File: src/src_reset_consts.vh
// Constants for the system reset combiner: widths, offsets, bit layout, reset values
`ifndef SRC_RESET_CONSTS_VH
`define SRC_RESET_CONSTS_VH

`define SRC_DATA_W 16
`define SRC_ADDR_W 4
`define SRC_NUM_SRC 11
`define SRC_NUM_SYNC 3
`define SRC_OSC_W 3
`define SRC_PC_W 24

`define SRC_OFF_CAUSE 4'h0
`define SRC_OFF_OSC 4'h1
`define SRC_OFF_IRQ_STS 4'h2
`define SRC_OFF_IRQ_EN 4'h3
`define SRC_OFF_IRQ_CLR 4'h4
`define SRC_OFF_LIVE 4'h5

`define SRC_BIT_POR 0
`define SRC_BIT_BOR 1
`define SRC_BIT_SWR 2
`define SRC_BIT_WDT 3
`define SRC_BIT_CFG 4
`define SRC_BIT_TRAP 5
`define SRC_BIT_ILL 6
`define SRC_BIT_MASTER_CLEAR_PIN 7
`define SRC_BIT_OPC 8
`define SRC_BIT_UWR 9
`define SRC_BIT_SEC 10

`define SRC_SYNC_POR 0
`define SRC_SYNC_BOR 1
`define SRC_SYNC_MASTER_CLEAR_PIN 2

`define SRC_OSC_LSB 8
`define SRC_OSC_MSB 10

`define SRC_CAUSE_POR_VAL 11'h003
`define SRC_ZERO_CAUSE 11'h000
`define SRC_RESET_PC 24'h000000
`define SRC_ZERO_DATA 16'h0000
`define SRC_ZERO_OSC 3'h0
`define SRC_SYNC_IDLE 3'h0

`endif

File: src/src_reset_combiner.v
// System reset combiner: merges reset sources, records causes, seeds oscillator select
//
// Notes on behaviour
// - Merge all eleven reset sources into one
// - Any active source asserts master reset, unmasked
// - Reset forces chosen registers, leaves others alone
// - Each reset type sets its own cause flag
// - Power-on clears flags, sets bits one, zero
// - Software writes any cause flag, value kept
// - Flags are status only, never cause reset
// - Every reset copies oscillator choice into bits 10:8
// - Reset never raised as an interrupt exception
// - Reset clears registers, program counter to zero
//
// Implementation choices: strobed register access and the register addresses.
`include "src_reset_consts.vh"

module src_reset_combiner (
   input wire CLK,
   input wire SYS_RST,
   input wire POWER_ON_RESET,
   input wire BROWN_OUT_RESET,
   input wire MASTER_CLEAR_PIN_N,
   input wire SOFTWARE_RESET_INSTR,
   input wire WATCHDOG_TIMEOUT,
   input wire CONFIG_MISMATCH,
   input wire TRAP_CONFLICT,
   input wire ILLEGAL_CONDITION,
   input wire ILLEGAL_OPCODE,
   input wire UNINIT_WREG,
   input wire SECURITY_RESET,
   input wire [`SRC_OSC_W-1:0] INITIAL_OSC_CHOICE,
   input wire [`SRC_ADDR_W-1:0] ADDR,
   input wire [`SRC_DATA_W-1:0] WDATA,
   input wire WR,
   input wire RD,
   output reg [`SRC_DATA_W-1:0] RDATA,
   output reg MASTER_SYSTEM_RESET,
   output reg [`SRC_OSC_W-1:0] NEW_OSC_SELECT,
   output reg PC_LOAD,
   output reg [`SRC_PC_W-1:0] RESET_PC,
   output reg IRQ
);

   // Pin-level sources come from analog or pad logic outside CLK
   wire [`SRC_NUM_SYNC-1:0] async_in;
   reg [`SRC_NUM_SYNC-1:0] sync1_reg;
   reg [`SRC_NUM_SYNC-1:0] sync2_reg;
   wire [`SRC_NUM_SYNC-1:0] sync1_next;
   wire [`SRC_NUM_SYNC-1:0] sync2_next;
   wire por_sync;
   wire bor_sync;
   wire master_clear_pin_sync;

   wire [`SRC_NUM_SRC-1:0] src_vec;
   reg [`SRC_NUM_SRC-1:0] src_prev_reg;
   wire [`SRC_NUM_SRC-1:0] src_rise;
   wire any_src;

   reg [`SRC_NUM_SRC-1:0] cause_reg;
   wire [`SRC_NUM_SRC-1:0] cause_next;
   reg [`SRC_NUM_SRC-1:0] sts_reg;
   wire [`SRC_NUM_SRC-1:0] sts_next;
   reg [`SRC_NUM_SRC-1:0] en_reg;
   reg [`SRC_NUM_SRC-1:0] en_next;

   reg [`SRC_OSC_W-1:0] osc_reg;
   reg [`SRC_OSC_W-1:0] osc_next;

   reg mrst_next;
   reg irq_next;
   reg pc_load_next;
   reg [`SRC_DATA_W-1:0] rdata_next;

   wire wr_cause;
   wire wr_osc;
   wire wr_en;
   wire wr_clr;
   wire por_active;
   wire [`SRC_NUM_SRC-1:0] irq_src;
   localparam [`SRC_NUM_SRC-1:0] por_cause = `SRC_CAUSE_POR_VAL;

   // Master clear is active low at the pin; inverted so every stage is active high
   assign async_in[`SRC_SYNC_POR] = POWER_ON_RESET;
   assign async_in[`SRC_SYNC_BOR] = BROWN_OUT_RESET;
   assign async_in[`SRC_SYNC_MASTER_CLEAR_PIN] = ~MASTER_CLEAR_PIN_N;
   assign sync1_next = async_in;
   assign sync2_next = sync1_reg;

   // Synchroniser stage one only feeds stage two; idle value is inactive
   always @(posedge CLK) begin
      if (SYS_RST) begin
         sync1_reg <= `SRC_SYNC_IDLE;
      end else begin
         sync1_reg <= sync1_next;
      end
   end

   // Stage two is the only reader of stage one, so a metastable level settles first
   always @(posedge CLK) begin
      if (SYS_RST) begin
         sync2_reg <= `SRC_SYNC_IDLE;
      end else begin
         sync2_reg <= sync2_next;
      end
   end

   // Synchronised pin levels
   assign por_sync = sync2_reg[`SRC_SYNC_POR];
   assign bor_sync = sync2_reg[`SRC_SYNC_BOR];
   assign master_clear_pin_sync = sync2_reg[`SRC_SYNC_MASTER_CLEAR_PIN];

   // Source vector laid out exactly as the cause flags
   assign src_vec[`SRC_BIT_POR] = por_sync;
   assign src_vec[`SRC_BIT_BOR] = bor_sync;
   assign src_vec[`SRC_BIT_MASTER_CLEAR_PIN] = master_clear_pin_sync;
   assign src_vec[`SRC_BIT_SWR] = SOFTWARE_RESET_INSTR;
   assign src_vec[`SRC_BIT_WDT] = WATCHDOG_TIMEOUT;
   assign src_vec[`SRC_BIT_CFG] = CONFIG_MISMATCH;
   assign src_vec[`SRC_BIT_TRAP] = TRAP_CONFLICT;
   assign src_vec[`SRC_BIT_ILL] = ILLEGAL_CONDITION;
   assign src_vec[`SRC_BIT_OPC] = ILLEGAL_OPCODE;
   assign src_vec[`SRC_BIT_UWR] = UNINIT_WREG;
   assign src_vec[`SRC_BIT_SEC] = SECURITY_RESET;

   // Plain OR: no priority, no mask, flags play no part
   assign any_src = |src_vec;
   assign por_active = src_vec[`SRC_BIT_POR];
   assign src_rise = src_vec & ~src_prev_reg;

   assign wr_cause = WR && (ADDR == `SRC_OFF_CAUSE);
   assign wr_osc = WR && (ADDR == `SRC_OFF_OSC);
   assign wr_en = WR && (ADDR == `SRC_OFF_IRQ_EN);
   assign wr_clr = WR && (ADDR == `SRC_OFF_IRQ_CLR);

   // Per-flag next values for cause flags and interrupt status
   genvar i;
   generate
      for (i = 0; i < `SRC_NUM_SRC; i = i + 1) begin : g_flag
         reg cause_bit_next;
         reg sts_bit_next;
         // Power-on overrides; an active source beats a software write
         always @* begin
            if (por_active) begin
               cause_bit_next = por_cause[i];
            end else if (src_vec[i]) begin
               cause_bit_next = 1'h1;
            end else if (wr_cause) begin
               cause_bit_next = WDATA[i];
            end else begin
               cause_bit_next = cause_reg[i];
            end
         end
         assign cause_next[i] = cause_bit_next;
         // Event set wins over a clear arriving in the same cycle
         always @* begin
            if (src_rise[i]) begin
               sts_bit_next = 1'h1;
            end else if (wr_clr && WDATA[i]) begin
               sts_bit_next = 1'h0;
            end else begin
               sts_bit_next = sts_reg[i];
            end
         end
         assign sts_next[i] = sts_bit_next;
      end
   endgenerate

   // Master reset is a registered OR, so release lands on a clock edge
   always @* begin
      if (any_src) begin
         mrst_next = 1'h1;
      end else begin
         mrst_next = 1'h0;
      end
   end

   // Restart pulse marks the single cycle after master reset lets go
   always @* begin
      if (MASTER_SYSTEM_RESET && !any_src) begin
         pc_load_next = 1'h1;
      end else begin
         pc_load_next = 1'h0;
      end
   end

   // Oscillator select is reloaded during every reset, else software owns it
   always @* begin
      if (any_src) begin
         osc_next = INITIAL_OSC_CHOICE;
      end else if (wr_osc) begin
         osc_next = WDATA[`SRC_OSC_MSB:`SRC_OSC_LSB];
      end else begin
         osc_next = osc_reg;
      end
   end

   // Enable register belongs to the subset that master reset clears;
   // cause flags and status survive so software can see what happened
   always @* begin
      if (any_src) begin
         en_next = `SRC_ZERO_CAUSE;
      end else if (wr_en) begin
         en_next = WDATA[`SRC_NUM_SRC-1:0];
      end else begin
         en_next = en_reg;
      end
   end

   // Interrupt reports past events only; the reset itself is never an exception
   assign irq_src = sts_next & en_next;
   always @* begin
      if (|irq_src) begin
         irq_next = 1'h1;
      end else begin
         irq_next = 1'h0;
      end
   end

   // Read mux: data stand the cycle after the strobe; unmapped reads zero
   always @* begin
      rdata_next = `SRC_ZERO_DATA;
      if (RD) begin
         case (ADDR)
            `SRC_OFF_CAUSE: begin
               rdata_next[`SRC_NUM_SRC-1:0] = cause_reg;
            end
            `SRC_OFF_OSC: begin
               rdata_next[`SRC_OSC_MSB:`SRC_OSC_LSB] = osc_reg;
            end
            `SRC_OFF_IRQ_STS: begin
               rdata_next[`SRC_NUM_SRC-1:0] = sts_reg;
            end
            `SRC_OFF_IRQ_EN: begin
               rdata_next[`SRC_NUM_SRC-1:0] = en_reg;
            end
            `SRC_OFF_IRQ_CLR: begin
               rdata_next = `SRC_ZERO_DATA;
            end
            `SRC_OFF_LIVE: begin
               rdata_next[`SRC_NUM_SRC-1:0] = src_vec;
            end
            default: begin
               rdata_next = `SRC_ZERO_DATA;
            end
         endcase
      end
   end

   // Block reset loads the power-on cause value; status, enable and oscillator select load zero
   always @(posedge CLK) begin
      if (SYS_RST) begin
         cause_reg <= `SRC_CAUSE_POR_VAL;
      end else begin
         cause_reg <= cause_next;
      end
   end

   always @(posedge CLK) begin
      if (SYS_RST) begin
         sts_reg <= `SRC_ZERO_CAUSE;
      end else begin
         sts_reg <= sts_next;
      end
   end

   always @(posedge CLK) begin
      if (SYS_RST) begin
         en_reg <= `SRC_ZERO_CAUSE;
      end else begin
         en_reg <= en_next;
      end
   end

   always @(posedge CLK) begin
      if (SYS_RST) begin
         osc_reg <= `SRC_ZERO_OSC;
      end else begin
         osc_reg <= osc_next;
      end
   end

   // Edge memory starts at the idle level, so no false event follows block reset
   always @(posedge CLK) begin
      if (SYS_RST) begin
         src_prev_reg <= `SRC_ZERO_CAUSE;
      end else begin
         src_prev_reg <= src_vec;
      end
   end

   always @(posedge CLK) begin
      if (SYS_RST) begin
         MASTER_SYSTEM_RESET <= 1'h1;
      end else begin
         MASTER_SYSTEM_RESET <= mrst_next;
      end
   end

   // Follows the next value so the clock choice shows on the register's own edge
   always @(posedge CLK) begin
      if (SYS_RST) begin
         NEW_OSC_SELECT <= `SRC_ZERO_OSC;
      end else begin
         NEW_OSC_SELECT <= osc_next;
      end
   end

   always @(posedge CLK) begin
      if (SYS_RST) begin
         PC_LOAD <= 1'h0;
      end else begin
         PC_LOAD <= pc_load_next;
      end
   end

   // Constant vector kept in a flop so every output is registered
   always @(posedge CLK) begin
      if (SYS_RST) begin
         RESET_PC <= `SRC_RESET_PC;
      end else begin
         RESET_PC <= `SRC_RESET_PC;
      end
   end

   always @(posedge CLK) begin
      if (SYS_RST) begin
         IRQ <= 1'h0;
      end else begin
         IRQ <= irq_next;
      end
   end

   // Zero outside the answer cycle keeps a shared read bus quiet
   always @(posedge CLK) begin
      if (SYS_RST) begin
         RDATA <= `SRC_ZERO_DATA;
      end else begin
         RDATA <= rdata_next;
      end
   end

endmodule

File: config.mk
export PLATFORM = sky130hd
export DESIGN_NAME = src_reset_combiner
export DESIGN_NICKNAME = d
export VERILOG_FILES = /design/src/src_reset_combiner.v
export VERILOG_INCLUDE_DIRS = /design/src
export SDC_FILE = /design/constraint.sdc
export NUM_CORES = 1
export LEC_CHECK = 0
export BUFFER_PORTS_ARGS = -buffer_cell sky130_fd_sc_hd__buf_2
export CORE_MARGIN = 5
export CORE_UTILIZATION = 56
export CTS_CLUSTER_DIAMETER = 100
export CTS_CLUSTER_SIZE = 12
export DETAILED_ROUTE_END_ITERATION = 6
export PLACE_DENSITY = 0.95
export SYNTH_ARGS = -nofsm -noshare
export SYNTH_HDL_FRONTEND = slang
export SYNTH_SLANG_ARGS = --single-unit
File: constraint.sdc
create_clock -name CLK -period 5.3 [get_ports CLK]
set_input_delay 0.53 -clock CLK [delete_from_list [all_inputs] [get_ports CLK]]
set_output_delay 0.53 -clock CLK [all_outputs]
set_load 0.01 [all_outputs]
==> flow_summary.json, run 1 <==
{
  "status": "complete, no violations",
  "cts_hold_buffers": 0,
  "maxSlewViolCount": 0,
  "start_util": 0.566,
  "min_period_ns": 2.37,
  "cts_resized": 0,
  "yosysMostFrequentCell": "dfxtp_1",
  "htreeDepth": 3,
  "setup_tns_ns": 0,
  "hold_path_depth": 2,
  "ir_drop_mv": 0.197,
  "yosys_warnings": 0,
  "antenna_found_initial": 0,
  "syn_inst": 344,
  "drv_cap": 0,
  "synthTopCellsByCount": "dfxtp_1 (67), nor2_1 (42), nand2_1 (34)",
  "grt_pass1_wl_um": 12000,
  "drt_iter0_drc": 314,
  "crit_chain": "buf_2 -> or3b_1 -> nor2_4 -> mux2_1 -> a222oi_1 -> a31oi_1",
  "grt_remaining_overflow": 0,
  "p_int_uw": 816,
  "multi_input_area_um2": 1450,
  "core_area_um2": 5410,
  "route.met2.wl_um": 3610,
  "relSlewSlack": 0.449,
  "grt_max_degree": 35,
  "cp_num_buf_inv": 1,
  "critPathRequiredTime_ns": 5.49,
  "hold_path_class": "input pin to register",
  "dpl_cell_area_um2": 3200,
  "grt_pass1_vias": 2518,
  "rows": 27,
  "power_switching_uw": 271,
  "syn_area_um2": 3060,
  "synth_area_leaders": "dfxtp_1 (44%), buf_4 (7.1%), nor2_1 (5.2%)",
  "drc": 0,
  "yosys_most_used_dff": "dfxtp_1",
  "final_area_um2": 3420,
  "dieHeight_um": 83.9,
  "clockPowerShare": 0.410,
  "hpwlAfterDp_um": 5250,
  "cts_made_buffers": 9,
  "power_density_nw_per_um2": 318,
  "reg2reg_from": "sync2_reg[0]$_SDFF_PP0_",
  "ys_seq_elements": 67,
  "cts_tree": "yes",
  "total_power_uw": 1090,
  "met1_length_um": 2800,
  "cts.sinks": 67,
  "r2r_slack_ns": 3.46,
  "synth_top_cell_area_share": 0.439,
  "clk_path_buf_depth": 2,
  "portBuffers": 49,
  "postRouteAntennaNets": 0,
  "swShare": 0.249,
  "crit_arrival_ns": 2.57,
  "maxUsedRoutingLayer": "met4",
  "path_delay_family": "simple AND/OR/NAND/NOR gates",
  "clock-root-buffer": "clkbuf_8",
  "syn_to_final_growth_pct": 11.7,
  "fillerInstances": 455,
  "rsz0062_at_grt": "no",
  "synth_edf_count": 0,
  "critPathSlowestCell": "or3b_1",
  "diodes": 0,
  "fmaxAchievable_mhz": 421,
  "synth.largest_area_cell": "dfxtp_1",
  "syn_area_per_cell_um2": 8.89,
  "cp_max_fo": 13,
  "min_to": "sync1_reg[2]$_SDFF_PP0_",
  "path_class": "input pin to register",
  "ys_types": 46,
  "post_cts_buffers": 0,
  "dr.pass1.iters": 6,
  "worst_pin_slew_ns": 0.824,
  "async_reset_ff_frac": 0,
  "ff2ff_path_depth": 4,
  "ios": 84,
  "end_kind": "register",
  "hold_viol": 0,
  "slowest_delay_ns": 0.58,
  "timing.final.crit_share": 0.448,
  "layout-drive-gt1-share": 0.215,
  "rr_endpoint": "IRQ$_SDFF_PP0_",
  "clk_pin_slew_ns": 0.07,
  "ys_seq_area_frac": 0.439,
  "hp-start": "MASTER_CLEAR_PIN_N",
  "die_w_um": 83.9,
  "pwr-share-seq": 0.489,
  "setup_violations": 0,
  "clk_latency_ns": 0.35,
  "via_count": 2607,
  "via_per_inst": 5.63,
  "wl_met3_um": 743,
  "fin_nets": 424,
  "final.setup_skew_ns": 0.00913,
  "place.gp.congestion": 0.908,
  "drt-total-wl_um": 7410,
  "p_leak_uw": 0.00146,
  "cp-start-kind": "input pin",
  "wire_per_inst_um": 16.0,
  "seq_area_um2": 1340,
  "grt_usage": 0.216,
  "pwr-share-comb": 0.100,
  "die_area_um2": 7040
}
[worst reg2reg max path, cell delays in order (launching register included)]
cell	delay, ns
dfxtp_1	0.39
nor4_1	0.24
and3_1	0.38
nand2b_1	0.40
a31oi_1	0.34
[metrics by stage]
step	worst slack, ns	hold slack (ns)	std cells	utilization
floorplan	3.22	0.414	372	-
global placement	2.66	0.417	447	0.593
detailed placement	2.61	0.420	447	0.593
CTS	2.96	0.323	463	0.632
global route	2.84	0.317	463	0.632
finish	2.93	0.329	463	0.632
[placed cells by master, fill, tap and decap left out, types with 5 or more instances in the layout]
cell | netlist | layout
dfxtp_1 | 67 | 67
buf_2 | 4 | 49
nor2_1 | 42 | 42
nand2_1 | 34 | 34
conb_1 | 1 | 29
nor2b_1 | 17 | 17
inv_1 | 16 | 16
nand3_1 | 15 | 15
a31oi_1 | 15 | 15
a22oi_1 | 12 | 12
clkbuf_8 | 0 | 12
a22o_1 | 9 | 9
o21ai_0 | 8 | 8
a21oi_1 | 8 | 8
mux2_2 | 6 | 6
o21ai_1 | 5 | 5
[cells by family (layout without fill, tap and decap cells)]
group | after synthesis | in the layout | share of synthesized area
xor+xnor | 1 | 1 | 0.00287
simple gates | 127 | 127 | 0.202
mux | 11 | 11 | 0.0516
flops | 67 | 67 | 0.439
compound gates | 73 | 73 | 0.183
buf+inv | 64 | 83 | 0.121
other cells | 1 | 29 | 0.00123
[final cells by class]
type	count	area share
clock inverters	4	0.0139
multi-input cells	241	0.425
flip-flops and latches	67	0.393
clock buffers	12	0.0484
repair buffers	51	0.0762
inverters	16	0.0176
well taps	72	0.0264
[worst max path at each step]
stage / slack [ns] / start / cells after the start / to
after floorplan: 3.22 / ADDR[3] / 6 / IRQ$_SDFF_PP0_
after global placement: 2.66 / WR / 6 / IRQ$_SDFF_PP0_
after detailed placement: 2.61 / WR / 6 / IRQ$_SDFF_PP0_
after CTS: 2.96 / WR / 6 / IRQ$_SDFF_PP0_
after global routing: 2.84 / WR / 6 / IRQ$_SDFF_PP0_
final: 2.93 / WR / 6 / IRQ$_SDFF_PP0_
[layer usage]
metal,vias up,global-route usage
met5,-,0
met4,0,0.0936
met3,33,0.0760
met2,148,0.356
met1,1208,0.253
li1,1218,-
[power groups by stage]
stage | combinational, uW | clock [uW] | sequential [uW]
after floorplan | 87.5 | 0 | 541
after global placement | 103 | 0 | 542
after detailed placement | 107 | 0 | 543
after CTS | 107 | 448 | 532
after global routing | 120 | 475 | 533
final | 109 | 446 | 532
No activity file was read; power rests on OpenSTA's default activity.
==> inputs of run 2 (changes only) <==
--- a/config.mk
+++ b/config.mk
@@ -6,13 +6,14 @@
 export SDC_FILE = /design/constraint.sdc
 export NUM_CORES = 1
 export LEC_CHECK = 0
+export ABC_AREA = 1
 export BUFFER_PORTS_ARGS = -buffer_cell sky130_fd_sc_hd__buf_2
 export CORE_MARGIN = 5
-export CORE_UTILIZATION = 56
+export CORE_UTILIZATION = 47
 export CTS_CLUSTER_DIAMETER = 100
 export CTS_CLUSTER_SIZE = 12
 export DETAILED_ROUTE_END_ITERATION = 6
-export PLACE_DENSITY = 0.95
+export PLACE_DENSITY = 0.86
 export SYNTH_ARGS = -nofsm -noshare
 export SYNTH_HDL_FRONTEND = slang
 export SYNTH_SLANG_ARGS = --single-unit
==> constraint.sdc (replaced) <==
create_clock -name CLK -period 2.1 [get_ports CLK]
set_input_delay 0.21 -clock CLK [delete_from_list [all_inputs] [get_ports CLK]]
set_output_delay 0.21 -clock CLK [all_outputs]
set_load 0.01 [all_outputs]
==> flow_summary.json, run 2 <==
{
  "diodes": 0,
  "drc": 0,
  "antenna_found_initial": 0,
  "synth_top_cell_area_share": 0.438,
  "dr.pass1.iters": 6,
  "critPathRequiredTime_ns": 2.40,
  "reg2reg_from": "sync2_reg[2]$_SDFF_PP0_",
  "ir_drop_mv": 0.611,
  "htreeDepth": 3,
  "synthAdderAreaFrac": 0,
  "timing.final.crit_share": 0.801,
  "hpwlAfterDp_um": 5510,
  "cp-start-kind": "register",
  "critPathSlowestCell": "dfxtp_1",
  "end_kind": "register",
  "fmaxAchievable_mhz": 594,
  "final.setup_skew_ns": 0.00588,
  "start_util": 0.482,
  "wire_per_inst_um": 14.4,
  "maxSlewViolCount": 0,
  "via_per_inst": 5.23,
  "cts.sinks": 67,
  "rsz0062_at_grt": "no",
  "ys_seq_area_frac": 0.438,
  "hp-start": "BROWN_OUT_RESET",
  "crit_arrival_ns": 1.98,
  "r2r_slack_ns": 0.42,
  "syn_to_final_growth_pct": 13.8,
  "yosys_most_used_dff": "dfxtp_1",
  "yosysMostFrequentCell": "nand2_1",
  "synth_top_family_by_area": "simple AND/OR/NAND/NOR gates",
  "layout_setup_ws_ns": 0.418,
  "ios": 84,
  "min_period_ns": 1.68,
  "die_w_um": 90.7,
  "synth_area_leaders": "dfxtp_1 (44%), nand2_1 (8.6%), nor2_1 (7.8%)",
  "drv_cap": 0,
  "ys_types": 25,
  "setup_violations": 0,
  "cp_num_buf_inv": 2,
  "dieHeight_um": 90.7,
  "clk_pin_slew_ns": 0.07,
  "core_area_um2": 6350,
  "postRouteAntennaNets": 0,
  "ff2ff_path_depth": 11,
  "hold_viol": 0,
  "grt_usage": 0.196,
  "syn_area_um2": 3060,
  "syn_inst": 420,
  "drt-total-wl_um": 7970,
  "cts_resized": 0,
  "slowest_delay_ns": 0.31,
  "clk_latency_ns": 0.35,
  "path_class": "register to register",
  "crit_chain": "inv_1 -> nand3_1 -> nor2_1 -> nand2_1 -> nor2_1 -> nand3_1 -> nand2_1 -> nor2_1 -> nand3_1 -> nand2_1 -> inv_1",
  "die_area_um2": 8230,
  "grt_max_degree": 29,
  "synthTopCellsByCount": "nand2_1 (70), dfxtp_1 (67), nor2_1 (64)",
  "layout_common_cells": "nand2_1 (70), dfxtp_1 (67), nor2_1 (64), inv_1 (52), buf_2 (49)",
  "synth_edf_count": 0,
  "synth_xor_area_frac": 0,
  "portBuffers": 49,
  "worst_pin_slew_ns": 0.537,
  "p_leak_uw": 0.00166,
  "layout_commonest_cell": "nand2_1",
  "min_to": "sync1_reg[1]$_SDFF_PP0_",
  "place.gp.congestion": 0.838,
  "path_delay_family": "simple AND/OR/NAND/NOR gates",
  "fin_nets": 509,
  "synth.largest_area_cell": "dfxtp_1",
  "rows": 29,
  "layout-drive-gt1-share": 0.189,
  "status": "complete, no violations",
  "cp_max_fo": 13,
  "clk_path_buf_depth": 2,
  "grt_remaining_overflow": 0,
  "hold_path_class": "input pin to register",
  "cts_made_buffers": 9,
  "rr_endpoint": "IRQ$_SDFF_PP0_",
  "setup_tns_ns": 0,
  "synth_compound_area_frac": 0.120,
  "grt_pass1_wl_um": 12900,
  "syn_area_per_cell_um2": 7.29,
  "yosys_warnings": 0,
  "synthMuxAreaShare": 0,
  "ys_seq_elements": 67,
  "clock-root-buffer": "clkbuf_8",
  "grt_pass1_vias": 2732,
  "relSlewSlack": 0.641,
  "async_reset_ff_frac": 0,
  "yosys.area_share.simple": 0.278,
  "via_count": 2893,
  "drt_iter0_drc": 201,
  "cp.depth": 11,
  "hold_path_depth": 3,
  "dp_worst_setup_slack_ns": 0.319,
  "power_density_nw_per_um2": 776,
  "cts_tree": "yes"
}
==> run 2: layout make-up <==
type                    count  area [um^2]
inverters                  53          199
well taps                  77         96.3
clock inverters             1         30.0
multi-input cells         282         1330
fillers                   577         2860
repair buffers             58          315
flip-flops and latches     67         1340
clock buffers              15          176
==> run 2: cell families (layout without fill, tap and decap cells) <==
kind of cell	Yosys count	in the layout
other	1	29
flip-flops	67	67
AO/OA/AOI/OAI	61	61
AND/OR/NAND/NOR	192	192
buffers and inverters	99	127
==> run 2: worst min-delay path, stage by stage <==
cell    delay, ns
buf_2        0.07
inv_1        0.03
nor2_1       0.06
==> run 2: per-stage QoR <==
step	total power, uW	util	instance area (um^2)	hold slack [ns]	cells
after CTS	2720	0.549	3490	0.0504	553
after detailed placement	1620	0.515	3270	0.364	536
after floorplan	1560	-	3170	0.277	448
final	2700	0.549	3490	0.0664	553
after global placement	1610	0.515	3270	0.362	536
after global routing	2820	0.549	3490	0.0625	553
==> run 2: worst max path at each step <==
stage                                 start             end  slack, ns
floorplan           sync2_reg[2]$_SDFF_PP0_  IRQ$_SDFF_PP0_       0.74
global placement                    ADDR[3]  IRQ$_SDFF_PP0_       0.34
detailed placement                  ADDR[3]  IRQ$_SDFF_PP0_       0.32
CTS                 sync2_reg[2]$_SDFF_PP0_  IRQ$_SDFF_PP0_       0.45
global route        sync2_reg[2]$_SDFF_PP0_  IRQ$_SDFF_PP0_       0.23
finish              sync2_reg[2]$_SDFF_PP0_  IRQ$_SDFF_PP0_       0.42
==> run 2: where the power goes <==
| part | switching [uW] | leakage (uW) | internal [uW] |
|---|---|---|---|
| clock network | 458 | 0.000104 | 648 |
| logic | 172 | 0.00101 | 83.6 |
| registers | 21.8 | 0.000550 | 1320 |
| total | 652 | 0.00166 | 2050 |
==> run 2: timing repair <==
item / in CTS / in global routing
hold endpoints to repair: 1 / 0
hold buffers: 1 / 0
setup buffers: 0 / 0
endpoints found under the setup margin: 0 / 0
==> run 2: per-layer routing <==
| layer | share of wire | GRT usage | vias up |
|---|---|---|---|
| met5 | 0 | 0 | - |
| met4 | 0.019 | 0.0695 | 0 |
| met3 | 0.094 | 0.0800 | 16 |
| met2 | 0.49 | 0.323 | 129 |
| met1 | 0.40 | 0.228 | 1356 |
| li1 | - | - | 1392 |
==> inputs of run 3 (changes only) <==
==> constraint.sdc (replaced) <==
create_clock -name CLK -period 1.5 [get_ports CLK]
set_input_delay 0.15 -clock CLK [delete_from_list [all_inputs] [get_ports CLK]]
set_output_delay 0.15 -clock CLK [all_outputs]
set_load 0.01 [all_outputs]
==> flow_summary.json, run 3 (synthesis results as in run 2) <==
{
  "critPathSlowestCell": "dfxtp_1",
  "end_kind": "register",
  "antenna_found_initial": 0,
  "start_util": 0.482,
  "hold_viol": 0,
  "dpl_cell_area_um2": 3510,
  "dp_cells": 567,
  "cp_common_cell": "nor2_1",
  "grt_max_degree": 28,
  "power_density_nw_per_um2": 1000,
  "cts.sinks": 67,
  "setup_violations": 0,
  "diodes": 0,
  "finalNonFillerCells": 586,
  "fillerInstances": 561,
  "crit_chain": "nor2_1 -> nand2_1 -> nor2_1 -> nand2_1 -> buf_4 -> inv_1 -> nand3_1 -> nor2_1 -> nor2_1 -> nand3_1 -> nand2_1 -> inv_1",
  "cts_tree": "yes",
  "place.gp.congestion": 0.904,
  "grt_pass1_wl_um": 13600,
  "hold_path_class": "input pin to register",
  "layout_commonest_cell": "nand2_1",
  "die_area_um2": 8230,
  "timing.final.crit_share": 0.945,
  "cp-start-kind": "register",
  "dr.pass1.iters": 5,
  "clock-root-buffer": "clkbuf_8",
  "final.setup_skew_ns": 0.00575,
  "clk_pin_slew_ns": 0.07,
  "fmaxAchievable_mhz": 705,
  "drv_cap": 0,
  "drt_iter0_drc": 230,
  "hpwlAfterDp_um": 6090,
  "portBuffers": 49,
  "clk_path_buf_depth": 2,
  "postRouteAntennaNets": 0,
  "core_area_um2": 6350,
  "htreeDepth": 3,
  "slowest_delay_ns": 0.32,
  "dp_worst_setup_slack_ns": -0.0459,
  "ios": 84,
  "wire_per_inst_um": 14.0,
  "status": "complete, no violations",
  "layout_setup_ws_ns": 0.0821,
  "via_count": 2987,
  "drt-total-wl_um": 8210,
  "min_period_ns": 1.42,
  "die_w_um": 90.7,
  "cp_max_fo": 5,
  "layout-drive-gt1-share": 0.255,
  "whs_ns": 0.0551,
  "rows": 29,
  "relSlewSlack": 0.630,
  "maxSlewViolCount": 0,
  "final_area_um2": 3760,
  "grt_remaining_overflow": 0,
  "layout_common_cells": "nand2_1 (70), dfxtp_1 (67), nor2_1 (58), inv_1 (52), buf_2 (49)",
  "path_class": "register to register",
  "ir_drop_mv": 0.762,
  "drc": 0,
  "clk_latency_ns": 0.35,
  "rsz0062_at_grt": "yes",
  "crit_arrival_ns": 1.72,
  "critPathRequiredTime_ns": 1.80,
  "p_leak_uw": 0.00181,
  "grt_pass1_vias": 3078,
  "syn_to_final_growth_pct": 22.7,
  "setup_tns_ns": 0,
  "cts_made_buffers": 9,
  "fin_nets": 542,
  "grt_usage": 0.205,
  "worst_pin_slew_ns": 0.554,
  "via_per_inst": 5.10,
  "dieHeight_um": 90.7
}
==> run 3: critical path: cells and delay by family, from the launching register on <==
kind / cells / cell delay [ns]
and+or+nand+nor: 9 / 0.77
buffers and inverters: 3 / 0.27
DFF: 1 / 0.32
==> run 3: repair_timing <==
action | CTS | global route
hold endpoints to repair | 3 | 0
gates resized for setup | 0 | 7
endpoints found under the setup margin | 0 | 2
hold buffers | 3 | 0
buffers inserted | 0 | 0
==> run 3: path summary, 6_finish.rpt <==
check	startpoint	end	slack [ns]	cells past startpoint
setup / recovery	sync2_reg[1]$_SDFF_PP0_	IRQ$_SDFF_PP0_	0.08	12
hold / removal	WDATA[0]	cause_reg[0]$_SDFFE_PP1P_	0.06	3
setup reg to reg	sync2_reg[1]$_SDFF_PP0_	IRQ$_SDFF_PP0_	0.08	12
hold reg to reg	sync1_reg[1]$_SDFF_PP0_	sync2_reg[1]$_SDFF_PP0_	0.41	2
==> run 3: through the flow <==
stage | util | power [uW]
5_1_grt | 0.592 | 3920
6_report | 0.592 | 3760
3_3_place_gp | 0.553 | 2300
3_5_place_dp | 0.553 | 2310
4_1_cts | 0.589 | 3770
2_1_floorplan | - | 2190
==> run 3: metal layers <==
layer	GRT usage	vias up	routed length, um
met5	0	-	0
met3	0.0717	20	702
met2	0.348	131	4130
met1	0.233	1383	3210
met4	0.0844	0	176
li1	-	1453	-
==> run 3: cell type report <==
type	instances	area, um^2	share of cell area
repair buffers	91	581	0.154
multi-input cells	282	1350	0.359
flip-flops and latches	67	1340	0.357
clock inverters	5	52.6	0.0140
well taps	77	96.3	0.0256
inverters	53	199	0.0529
clock buffers	11	141	0.0376
==> run 3: power breakdown <==
part           switching, uW  internal, uW
Sequential              32.5          1850
Combinational            249           157
Clock                    667           804
Total                    949          2810
